--- src/inc/acs_defs.svh ---
// timing and reset constants of the autobaud serial converter
`ifndef ACS_DEFS_SVH
`define ACS_DEFS_SVH

// core clock rate in Hz
`define ACS_CLK_HZ 100000000
// slowest and fastest line rates in bits per second
`define ACS_BAUD_MIN 1200
`define ACS_BAUD_MAX 115200
// longest bit in core cycles, rounded down
`define ACS_BIT_CYC_MAX (`ACS_CLK_HZ / `ACS_BAUD_MIN)
// shortest bit in core cycles
`define ACS_BIT_CYC_MIN (`ACS_CLK_HZ / `ACS_BAUD_MAX)
// low pulses shorter than this are noise, not bits
`define ACS_GLITCH_CYC (`ACS_BIT_CYC_MIN / 2)
// bit times of quiet line before the driver is released
`define ACS_HOLD_BITS 12
// idle line level (mark)
`define ACS_LINE_IDLE 1'h1

`endif

--- src/inc/acs_pkg.sv ---
// types and shared arithmetic of the autobaud serial converter
package acs_pkg;

  // ********************************
  // line direction
  // ********************************
  typedef enum logic {ACS_LISTEN, ACS_DRIVE} acs_dir_e;

  // ********************************
  // counters
  // ********************************
  typedef logic [16:0] acs_bit_t;
  typedef logic [20:0] acs_cnt_t;

  // saturating increment, so long quiet lines never wrap
  function automatic acs_cnt_t acs_inc_sat(input acs_cnt_t v);
    acs_cnt_t r;
    r = (v == 21'h1FFFFF) ? v : v + 21'h000001;
    return r;
  endfunction

endpackage

--- src/rtl/acs_bit_timer.sv ---
// measures the shortest low pulse of a host burst as the bit time
`timescale 1ns/100ps
`include "acs_defs.svh"
module acs_bit_timer
  import acs_pkg::*;
#(
  parameter acs_bit_t BIT_CYC_MAX = 17'(`ACS_BIT_CYC_MAX)
)
(
  // clock and reset
  input wire logic core_clk,
  input wire logic reset,
  // sampled line and burst start
  input wire logic line,
  input wire logic restart,
  // measured bit time in core cycles
  output acs_bit_t bit_cyc
);

  // ********************************
  // edge detection and run length
  // ********************************
  logic line_q_reg;
  acs_bit_t run_reg;
  acs_bit_t run_next;
  acs_bit_t bit_reg;
  acs_bit_t bit_next;
  acs_cnt_t run_inc;
  wire logic fall = line_q_reg & ~line;
  wire logic rise = ~line_q_reg & line;
  wire logic run_valid = rise && (run_reg >= 17'(`ACS_GLITCH_CYC));

  assign run_inc = acs_inc_sat({4'h0, run_reg});
  assign run_next = fall ? 17'h00001 : (~line ? run_inc[16:0] : run_reg);
  // a burst starts from the slowest rate; every clean low run can
  // only shorten the estimate; a run of several equal bits is harmless up to 131071 cycles, where run_reg wraps
  assign bit_next = restart ? BIT_CYC_MAX :
                    (run_valid && run_reg < bit_reg) ? run_reg : bit_reg;
  assign bit_cyc = bit_reg;

  always_ff @(posedge core_clk)
  begin
    if (reset)
    begin
      line_q_reg <= `ACS_LINE_IDLE;
      run_reg <= 17'h00000;
      bit_reg <= BIT_CYC_MAX;
    end
    else
    begin
      line_q_reg <= line;
      run_reg <= run_next;
      bit_reg <= bit_next;
    end
  end

endmodule

--- src/rtl/acs_converter.sv ---
// host serial to half-duplex network converter with automatic direction
`timescale 1ns/100ps
`include "acs_defs.svh"

// What the system requires
// follows any rate from 1200 to 115200; low runs over 131071 cycles wrap the 17-bit run counter
// ten-bit network frames pass whole
// frames pass bit for bit, never reframed
// one party drives the shared pair
// drives network only while host sends
// host to network, network to host
// host sends at target module rate
// modules match address, others discard
// modules ignore commands at other rates
// addressed module answers over network
// optional two checksum bytes, switchable
// release driver after last stop bit
module acs_converter
  import acs_pkg::*;
#(
  parameter acs_bit_t BIT_CYC_MAX = 17'(`ACS_BIT_CYC_MAX)
)
(
  // clock and reset
  input wire logic core_clk,
  input wire logic reset,
  // host serial port
  input wire logic host_rxd,
  output logic host_txd,
  // network transceiver
  input wire logic net_rxd,
  output logic net_txd,
  output logic net_de,
  output logic net_re_n,
  // status
  output acs_bit_t bit_cyc
);

  // ********************************
  // state
  // ********************************
  acs_dir_e state_reg;
  acs_dir_e state_next;
  acs_cnt_t idle_reg;
  acs_cnt_t idle_next;
  acs_cnt_t hold_cyc;
  logic host_txd_reg;
  logic host_txd_next;
  logic net_txd_reg;
  logic net_txd_next;
  acs_bit_t bit_cyc_w;

  // ********************************
  // rate tracking
  // ********************************
  wire logic burst_start = (state_reg == ACS_LISTEN) && !host_rxd;

  // the rate is re-learnt from every burst, so each command may use
  // its own rate with no setting by software
  acs_bit_timer #(
    .BIT_CYC_MAX(BIT_CYC_MAX)
  ) u_bit_timer (
    .core_clk(core_clk),
    .reset(reset),
    .line(host_rxd),
    .restart(burst_start),
    .bit_cyc(bit_cyc_w)
  );

  // hold covers an eleven-bit frame ending in a run of ones
  assign hold_cyc = {4'h0, bit_cyc_w} * 21'(`ACS_HOLD_BITS);
  wire logic hold_done = host_rxd && (idle_reg >= hold_cyc);

  // ********************************
  // direction control
  // ********************************
  always_comb
  begin
    state_next = state_reg;
    case (state_reg)
      ACS_LISTEN:
      begin
        if (!host_rxd)
          state_next = ACS_DRIVE;
      end
      ACS_DRIVE:
      begin
        if (hold_done)
          state_next = ACS_LISTEN;
      end
      default:
        state_next = ACS_LISTEN;
    endcase
  end

  // quiet-line counter, restarted by every low host bit
  assign idle_next = (state_reg == ACS_LISTEN || !host_rxd) ?
                     21'h000000 : acs_inc_sat(idle_reg);

  // ********************************
  // data path
  // ********************************
  // bits are copied, not decoded, so any parity or stop count survives
  assign net_txd_next = (state_next == ACS_DRIVE) ?
                        host_rxd : `ACS_LINE_IDLE;
  // own transmission is not echoed back; the host sees mark meanwhile
  assign host_txd_next = (state_next == ACS_DRIVE) ?
                         `ACS_LINE_IDLE : net_rxd;

  always_ff @(posedge core_clk)
  begin
    if (reset)
    begin
      state_reg <= ACS_LISTEN;
      idle_reg <= 21'h000000;
      net_txd_reg <= `ACS_LINE_IDLE;
      host_txd_reg <= `ACS_LINE_IDLE;
    end
    else
    begin
      state_reg <= state_next;
      idle_reg <= idle_next;
      net_txd_reg <= net_txd_next;
      host_txd_reg <= host_txd_next;
    end
  end

  // ********************************
  // outputs
  // ********************************
  assign net_txd = net_txd_reg;
  assign net_de = (state_reg == ACS_DRIVE);
  assign net_re_n = (state_reg == ACS_DRIVE);
  assign host_txd = host_txd_reg;
  assign bit_cyc = bit_cyc_w;
endmodule

--- config.mk ---
export PLATFORM = sky130hd
export DESIGN_NAME = acs_converter
export DESIGN_NICKNAME = d
export VERILOG_FILES = /design/src/inc/acs_pkg.sv /design/src/rtl/acs_bit_timer.sv /design/src/rtl/acs_converter.sv
export VERILOG_INCLUDE_DIRS = /design/src /design/src/inc
export SDC_FILE = /design/constraint.sdc
export NUM_CORES = 1
export LEC_CHECK = 0
export ABC_AREA = 1
export BUFFER_PORTS_ARGS = -buffer_cell sky130_fd_sc_hd__buf_2
export CAP_MARGIN = 0
export CORE_AREA = 2 2 119 133
export DETAILED_ROUTE_END_ITERATION = 10
export DIE_AREA = 0 0 121 135
export HOLD_SLACK_MARGIN = 0.08
export PLACE_DENSITY_LB_ADDON = 0.05
export SLEW_MARGIN = 20
export SYNTH_ARGS = -nofsm -noshare
export SYNTH_HDL_FRONTEND = slang
export SYNTH_SLANG_ARGS = --single-unit
--- constraint.sdc ---
create_clock -name core_clk -period 3.9 [get_ports core_clk]
set_input_delay 0.585 -clock core_clk [delete_from_list [all_inputs] [get_ports core_clk]]
set_output_delay 0.585 -clock core_clk [all_outputs]
set_load 0.02 [all_outputs]
==> metrics, run 1 <==
filler instances 1670; core area 0.0149 mm²; non-filler instance count after layout 891; Vias/cell 4.70; Post-synth EDFFs 0; Initial DRT Pass Iterations 4; I/O pin count 25; initial drt markers 215; total power 1590 µW; clk root buf clkbuf_16; top post-synthesis cells by area dfxtp_1 (27%), ha_1 (16%), nand2_1 (14%); minimum clock period 3.07 ns; critical path cell sequence ha_1 -> inv_1 -> fa_1 -> o21ai_0 -> nand2_1 -> nand2_1 -> nand2_1 -> nand2_1 -> nand2_1 -> nand3_1 -> nand2_1 -> ha_1 -> nand2_1 -> nor2_1 -> nand2_1 -> nor2_1 -> a21oi_1 -> nand3_1 -> a21oi_1; sequential power share 38.5%; first-pass GRT wire length 21300 µm; hold crit path type input pin to flip-flop; Total GRT Usage 17.0%; initial antenna violation count 0; switching part of the total power 20.9%; Remaining Overflow, GRT 0; cell depth of the worst hold path 3; RD Place Congestion 0.835; sequential area share after synthesis 26.7%; static power due to leakage 0.00246 µW; Cell Area, Synth 0.00443 mm²; critical path's most frequent cell nand2_1; synthesized instance count 661; Max clock buf depth 2; DP Wirelength 10400 µm; clock-pin slew on the worst setup and hold paths 0.05 ns; worst-skew pair later-pin latency 0.34 ns; # placed instances 875; Worst Hold Endpoint host_txd$_SDFF_PP1_; Initial Util 29.8%; Synth top area share 26.7%; status complete, no violations; layout cells sized above 1 8.49%; worst vdd ir 0.198 mV; WL/cell 14.5 µm; ys async rst share 0%; Detail Route Antenna Nets 0; Syn. warnings 0; Worst setup SP type flip-flop; Avg Cell Area, Syn 6.70 µm²; row cnt 47; synthesis-to-layout area growth 15.3%; final setup margin 0.832 ns; via count 4188; crit path DAT 3.28 ns; worst relative slew slack 31.0%; RSZ-0062 raised after global routing false; CP max-delay cell dfxtp_1; Setup crit end kind flip-flop; ys flop type dfxtp_1; # hold bufs at CTS 0; post-CTS resize count 0; CTS H-tree depth 3; vias in the first global route 4228; max reg flops 21; Total Wirelength 12900 µm; worst clock skew 0.00342 ns; syn nets 722; worst-margin pin slew 1.03 ns; CTS tree built; Die X 121 µm; area of the multi-input gates 0.00291 mm²; total net switching power 332 µW; # diodes 0; post-synthesis cell type count 34; worst r2r path cells 19; register area 0.00118 mm²; port bufs 24; Max Fanout on Critical Path 5; Crit Reg-Reg Startpoint u_bit_timer.bit_cyc[0]$_SDFFE_PP1P_; nets 751; area leader, netlist dfxtp_1; WS Path Type flip-flop to flip-flop; final critical-path share of the clock period 78.7%; postcts setup bufs 0; final setup vio count 0; Comb power frac 2.8%; Post-Place Worst Slack 0.798 ns; Min-Delay Startpoint net_rxd; Crit path largest cell delay 0.44 ns; total CTS buffers 9; Fin. Hold Viols 0; clock network fraction of total power 58.8%; Final TNS setup 0 ns; largest net degree at the start of global routing 28; Max Clk Rate 0.326 GHz; die area 0.0163 mm²; DIE HEIGHT 135 µm; Pins Over Slew Limit 0; Crit Reg-Reg Endpoint net_de$_SDFF_PP0_; max-cap viol count 0; DRC 0; Worst Path Required 4.12 ns; power per cell area 311 mW/mm²; FF+latch count, synth 59; P_int 1260 µW; reg-to-reg setup timing slack 0.83 ns; CTS Sinks 59
## final cells by class
cell class	count	share of cell area (%)
flip-flops and latches	59	23.1
inverters	79	5.81
multi-input cells	516	57.1
clock inverters	5	1.96
well taps	196	4.80
clock buffers	11	4.75
repair buffers	25	2.50
## Yosys cell counts, drive strengths merged (4+ instances only)
cell type and instances:
xor2 13, inv 78, dfxtp 59, nand3 42
nand2 171, buf 4, nand4 11, o21ai 21
a21oi 51, ha 56, xnor2 16, nor2 91
nand3b 5, nor3 19, o21a 4
## metal layers
metal	part of all wire, %	track usage (%)	up-vias	routed length [µm]
met5	0	0	-	0
met4	2.1	6.78	0	274
met3	1.7	2.49	15	217
met2	53	31.7	28	6860
met1	43	19.1	1925	5530
li1	-	-	2220	-
## how the worst max path moves through the flow
stage / from / end / slack, ns / cells past startpoint
after floorplan: u_bit_timer.bit_cyc[0]$_SDFFE_PP1P_ / net_de$_SDFF_PP0_ / 1.08 / 19
after global placement: u_bit_timer.bit_cyc[0]$_SDFFE_PP1P_ / net_de$_SDFF_PP0_ / 0.93 / 19
after detailed placement: u_bit_timer.bit_cyc[0]$_SDFFE_PP1P_ / net_de$_SDFF_PP0_ / 0.80 / 19
after CTS: u_bit_timer.bit_cyc[0]$_SDFFE_PP1P_ / net_de$_SDFF_PP0_ / 0.78 / 19
after global routing: u_bit_timer.bit_cyc[0]$_SDFFE_PP1P_ / net_de$_SDFF_PP0_ / 0.52 / 19
final: u_bit_timer.bit_cyc[0]$_SDFFE_PP1P_ / net_de$_SDFF_PP0_ / 0.83 / 19
## stage by stage
step                      cell area [µm²]  utilization (%)  hold slack, ns
after global placement               4760             32.0           0.487
after CTS                            5110             34.3           0.427
final                                5110             34.3           0.434
after global routing                 5110             34.3           0.433
after detailed placement             4760             32.0           0.496
after floorplan                      4430                -           0.465
## critical path: cells and delay by family (launching register included)
kind	cells	cell delay (ns)
buffers and inverters	1	0.07
AND/OR/NAND/NOR	12	1.07
AO/OA/AOI/OAI	3	0.42
flip-flops	1	0.44
adder cells (fa/ha/maj)	3	0.95
## cells by family (layout without fill, tap and decap cells)
kind of cell	count (synthesis)	in the layout	share of synthesized area, %
AOI/OAI and AO/OA	83	83	9.91
xor gates and xnor gates	29	29	5.73
adders and majority gates	57	57	16.3
buffers and inverters	86	120	7.65
DFF	59	59	26.7
and+or+nand+nor	347	347	33.8
## cells in the final DEF (no fill, tap or decap), types with 4 or more instances in the layout
cell       instances
ha_1              56
inv_1             75
nand4_1           11
xnor2_1           16
o21a_1             4
nor2_1            85
nand3_1           42
nand3b_1           5
xor2_1            13
buf_2             24
clkbuf_16          9
nor2_2             5
nor3_1            16
nand2_1          168
a21oi_1           50
dfxtp_1           59
o21ai_0           21
## power by group through the flow
| stage | Clock, µW | Combinational, µW | Sequential [µW] |
|---|---|---|---|
| 2_1_floorplan | 0 | 25.6 | 625 |
| 3_3_place_gp | 0 | 45.2 | 624 |
| 3_5_place_dp | 0 | 45.1 | 624 |
| 4_1_cts | 963 | 45.3 | 611 |
| 5_1_grt | 987 | 50.0 | 612 |
| 6_report | 934 | 44.3 | 611 |
Power figures use the tool's default switching activity.
==> inputs of run 2 (changes only) <==
Clock period 3.9 ns to 2.7 ns, I/O delays scaled along.
==> metrics, run 2 (synthesized netlist as in run 1, its figures left out) <==
status complete, no violations; I/O pin count 25 (unchanged); total CTS buffers 9 (unchanged); Max Fanout on Critical Path 4 (-1); Max clock buf depth 2 (unchanged); RSZ-0062 raised after global routing true; static power due to leakage 0.00254 µW (+3.4%); most crowded layer after global routing met2; Fin. Hold Viols 0 (unchanged); DP Wirelength 10400 µm (+0.52%); Detail Route Antenna Nets 0 (unchanged); final setup margin 0.135 ns (-0.698 ns); RD Place Congestion 0.882 (+5.7%); area of the multi-input gates 0.00308 mm² (+5.6%); Initial Util 29.8% (unchanged); CTS tree built; DIE HEIGHT 135 µm (unchanged); minimum clock period 2.57 ns (-0.502 ns); via count 4274 (+2.1%); nets 771 (+2.7%); CTS Sinks 59 (unchanged); synthesis-to-layout area growth 21.8%; Post-Place Worst Slack -0.0678 ns (-0.866 ns); register area 0.00120 mm² (+1.6%); WL/cell 14.3 µm (-0.96%); Initial DRT Pass Iterations 5 (+1); # diodes 0 (unchanged); hold crit path type input pin to flip-flop; initial drt markers 119 (-45%); Max Clk Rate 0.390 GHz (+20%); # hold bufs at CTS 0 (unchanged); core area 0.0149 mm² (unchanged); Worst setup SP type flip-flop; worst clock skew 0.00708 ns (+0.00366 ns); largest net degree at the start of global routing 28 (unchanged); M3 GR Usage 2.24% (-0.25 points); CTS H-tree depth 3 (unchanged); vias in the first global route 4316 (+2.1%); non-filler instance count after layout 911 (+2.2%); Total GRT Usage 16.8% (-0.21 points); Total Wirelength 13000 µm (+1.3%); Vias/cell 4.69 (-0.19%); die area 0.0163 mm² (unchanged); commonest non-fill, non-tap cell in the layout nand2_1; final critical-path share of the clock period 95.0% (+16 points); port bufs 24 (unchanged); initial antenna violation count 0 (unchanged); # placed instances 894 (+2.2%); met2 Track Usage GR 31.6% (-0.062 points); row cnt 47 (unchanged); crit path DAT 2.84 ns (-0.44 ns); worst-margin pin slew 0.480 ns (-0.555 ns); WS Path Type flip-flop to flip-flop; clk root buf clkbuf_16; worst relative slew slack 68.0% (+37 points); most frequent cells in the layout nand2_1 (162), nor2_1 (84), inv_1 (74), dfxtp_1 (52), ha_1 (49); GRT met1 Usage 18.6% (-0.53 points); worst-skew pair later-pin latency 0.34 ns (about the same); Die X 121 µm (unchanged); power per cell area 394 mW/mm² (+27%); filler instances 1606 (-3.8%); DRC 0 (unchanged); worst vdd ir 0.251 mV (+27%); final setup vio count 0 (unchanged); Remaining Overflow, GRT 0 (unchanged); first-pass GRT wire length 21200 µm (-0.26%); Worst Path Required 2.97 ns (-1.15 ns); max-cap viol count 0 (unchanged); clock-pin slew on the worst setup and hold paths 0.06 ns (about the same); layout cells sized above 1 15.8% (+7.3 points); Setup crit end kind flip-flop; Pins Over Slew Limit 0 (unchanged); max reg flops 21 (unchanged)
[run 2: cell types whose count changed in the layout (fill, tap and decap cells not counted), moves of 3 or more]
cell / previous run / this run
dfxtp_2: 0 / 3
nand2_1: 168 / 162
a21oi_2: 1 / 7
ha_4: 0 / 7
nand2_2: 2 / 8
buf_4: 1 / 20
a21oi_1: 50 / 43
dfxtp_1: 59 / 52
ha_1: 56 / 49
dfxtp_4: 0 / 4
[run 2: worst max-delay path: stages, from the launching register on]
cell and delay, ns:
dfxtp_4 0.37, ha_4 0.13, inv_2 0.04, fa_2 0.36, o21ai_2 0.16, nand2_1 0.08
nand2_2 0.07, buf_6 0.10, nand4_1 0.08, nand2_2 0.10, xor2_1 0.15, ha_1 0.25
nand2_2 0.09, nor2_4 0.04, nand2_2 0.05, nor2_1 0.04, a21oi_1 0.12, nand3_1 0.12
a21oi_1 0.15
[run 2: path summary, 6_finish.rpt]
path / startpoint / end / slack (ns) / cells past startpoint
hold / removal: net_rxd / host_txd$_SDFF_PP1_ / 0.25 / 3
hold reg to reg: idle_reg[1]$_SDFFE_PP0P_ / idle_reg[1]$_SDFFE_PP0P_ / 0.51 / 2
setup / recovery: u_bit_timer.bit_cyc[1]$_SDFFE_PP0P_ / net_de$_SDFF_PP0_ / 0.13 / 18
setup reg to reg: u_bit_timer.bit_cyc[1]$_SDFFE_PP0P_ / net_de$_SDFF_PP0_ / 0.13 / 18
[run 2: layout make-up]
cell class | instances | share of cell area (%)
Timing Repair Buffer | 45 | 5.22
Sequential cell | 59 | 22.2
Inverter | 79 | 5.50
Tap cell | 196 | 4.54
Clock buffer | 11 | 4.50
Clock inverter | 5 | 0.974
Multi-Input combinational cell | 516 | 57.0
[run 2: power breakdown]
part / total, µW / switching [µW] / internal (µW) / leakage [µW]
sequential: 878 / 5.54 / 873 / 0.000480
combinational: 65.6 / 46.1 / 19.5 / 0.00192
clock: 1180 / 448 / 735 / 0.000145
total: 2130 / 500 / 1630 / 0.00254
[run 2: repair_timing]
item / CTS / global route
pin swaps: 2 / 9
buffers inserted: 0 / 1
resized for setup: 5 / 39
endpoints found under the setup margin: 2 / 2
endpoints found under the hold margin: 0 / 0
[run 2: metal layers]
layer	routed length [µm]	up-vias	share of wire (%)
met5	0	-	0
met4	334	0	2.6
met3	236	21	1.8
met2	6940	47	53
met1	5530	1954	42
li1	-	2252	-
[run 2: through the flow]
stage	setup TNS [ns]	area [µm²]	total power, µW	hold WS [ns]	util [%]
final	0	5400	2130	0.251	36.3
after global routing	-0.160	5400	2190	0.281	36.3
after CTS	0	5220	2160	0.241	35.1
after detailed placement	-0.0678	4910	968	0.508	33.0
after global placement	0	4910	968	0.493	33.0
after floorplan	0	4430	940	0.465	-
==> inputs of run 3 (changes only) <==
Settings changed: CORE_AREA 2 2 119 133 to 2 2 88 99, DIE_AREA 0 0 121 135 to 0 0 90 101.
==> metrics, run 3 (synthesized netlist as in run 1, its figures left out) <==
status complete, no violations; crit path DAT 2.84 ns (about the same); Crit path buffers/inverters 1 (-1); Remaining Overflow, GRT 0 (unchanged); power per cell area 322 mW/mm² (-18%); CP Launch Point u_bit_timer.bit_cyc[2]$_SDFFE_PP1P_; Total GRT Usage 25.7% (+9.0 points); worst clock skew 0.00908 ns (+0.00200 ns); worst-skew pair later-pin latency 0.35 ns (about the same); DRC 0 (unchanged); total CTS buffers 9 (unchanged); WHS 0.245 ns (-0.00670 ns); most frequent cells in the layout nand2_1 (162), nor2_1 (83), inv_1 (74), ha_1 (49), dfxtp_1 (48); Crit Reg-Reg Startpoint u_bit_timer.bit_cyc[2]$_SDFFE_PP1P_; CTS H-tree depth 3 (unchanged); clock-pin slew on the worst setup and hold paths 0.07 ns (about the same); Die X 90 µm (-26%); via count 4395 (+2.8%); DIE HEIGHT 101 µm (-25%); Initial DRT Pass Iterations 5 (unchanged); filler instances 824 (-49%); delay-heaviest family, CP simple AND/OR/NAND/NOR gates; Worst Path Required 2.94 ns (-0.03 ns); static power due to leakage 0.00245 µW (-3.4%); first-pass GRT wire length 18800 µm (-11%); I/O pin count 25 (unchanged); RD Place Congestion 0.911 (+3.2%); Total Wirelength 11500 µm (-12%); final setup vio count 0 (unchanged); die area 0.00909 mm² (-44%); RSZ-0062 raised after global routing true; layout cells sized above 1 15.5% (-0.29 points); CTS tree built; area of the multi-input gates 0.00307 mm² (-0.41%); Detail Route Antenna Nets 0 (unchanged); Pins Over Slew Limit 0 (unchanged); register area 0.00120 mm² (unchanged); synthesis-to-layout area growth 15.2%; core area 0.00815 mm² (-45%); # diodes 0 (unchanged); CP max-delay cell dfxtp_2; worst vdd ir 0.221 mV (-12%); clk root buf clkbuf_8; Setup crit end kind flip-flop; Worst setup SP type flip-flop; commonest non-fill, non-tap cell in the layout nand2_1; nets 766 (-0.65%); Crit path largest cell delay 0.39 ns (+0.02 ns); Max clock buf depth 2 (unchanged); initial antenna violation count 0 (unchanged); non-filler instance count after layout 820 (-10%); # placed instances 800 (-11%); worst relative slew slack 71.2% (+3.3 points); DP Wirelength 8910 µm (-15%); CTS Sinks 59 (unchanged); initial drt markers 150 (+26%); critical path cell sequence ha_4 -> a21oi_1 -> nand2_1 -> nand2_1 -> o211ai_1 -> buf_4 -> xnor2_1 -> ha_1 -> nand2_1 -> nor2_1 -> nand2_1 -> nor2_1 -> a21oi_1 -> nand3_1 -> a21oi_1; Max Clk Rate 0.384 GHz (-1.4%); Initial Util 54.4% (+25 points); vias in the first global route 4281 (-0.81%); final critical-path share of the clock period 96.4% (+1.4 points); row cnt 35 (-26%); critical path's most frequent cell nand2_1; Max Fanout on Critical Path 5 (+1); minimum clock period 2.60 ns (+0.0377 ns); Min-Delay Startpoint net_rxd; post-route cell area 0.00510 mm² (-5.4%); WL/cell 14.0 µm (-2.0%); port bufs 24 (unchanged); hold crit path type input pin to flip-flop; total power 1640 µW (-23%); Fin. Hold Viols 0 (unchanged); Vias/cell 5.36 (+14%); max-cap viol count 0 (unchanged); Area after DPL 0.00473 mm² (-3.5%); worst-margin pin slew 0.431 ns (-0.0489 ns); largest net degree at the start of global routing 28 (unchanged); max reg flops 21 (unchanged); WS Path Type flip-flop to flip-flop
-- run 3: cell count changes in the layout (fill, tap and decap cells not counted), sizes merged --
cell	before	now
clkinvlp	1	0
buf	45	40
clkbuf	11	12
bufinv	1	0
-- run 3: worst paths after layout --
path	endpoint	slack (ns)	depth (start not counted)
hold / removal	host_txd$_SDFF_PP1_	0.24	3
setup / recovery	net_de$_SDFF_PP0_	0.1	15
setup reg to reg	net_de$_SDFF_PP0_	0.1	15
hold reg to reg	idle_reg[1]$_SDFFE_PP0P_	0.50	2
-- run 3: per-layer routing --
metal  vias up  global-route usage (%)  routed length (µm)
met5         -                       0                   0
met4         0                    11.6                 338
met3        21                    4.19                 336
met2        82                    51.0                6180
met1      2045                    26.5                4660
li1       2247                       -                   -
-- run 3: worst reg2reg max path: stages (launching register included) --
cell      delay (ns)
dfxtp_2         0.39
ha_4            0.23
a21oi_1         0.21
nand2_1         0.13
nand2_1         0.08
o211ai_1        0.14
buf_4           0.18
xnor2_1         0.12
ha_1            0.30
nand2_1         0.05
nor2_1          0.19
nand2_1         0.09
nor2_1          0.11
a21oi_1         0.07
nand3_1         0.13
a21oi_1         0.07
-- run 3: metrics by stage --
stage,worst slack (ns),TNS (ns),util (%)
6_report,0.0968,0,62.7
3_3_place_gp,0.0732,0,58.1
2_1_floorplan,0.0556,0,-
4_1_cts,0.0151,0,60.1
3_5_place_dp,0.0160,0,58.1
5_1_grt,-0.0800,-0.136,62.7
-- run 3: layout make-up --
class	count	area share [%]
multi-input cells	516	60.0
flip-flops and latches	59	23.5
inverters	79	5.81
repair buffers	40	4.78
clock buffers	12	2.84
well taps	111	2.72
clock inverters	3	0.294
-- run 3: timing repair --
item,CTS,global route
resized for setup,2,43
pin swaps,0,12
hold buffers,0,0
setup buffers,0,5
setup endpoints to repair,2,2
-- run 3: where the power goes --
| part | switching (µW) | total (µW) | internal [µW] | leakage, µW |
|---|---|---|---|---|
| clock network | 348 | 696 | 349 | 0.0000860 |
| registers | 5.56 | 879 | 874 | 0.000478 |
| logic | 45.5 | 65.6 | 20.1 | 0.00189 |
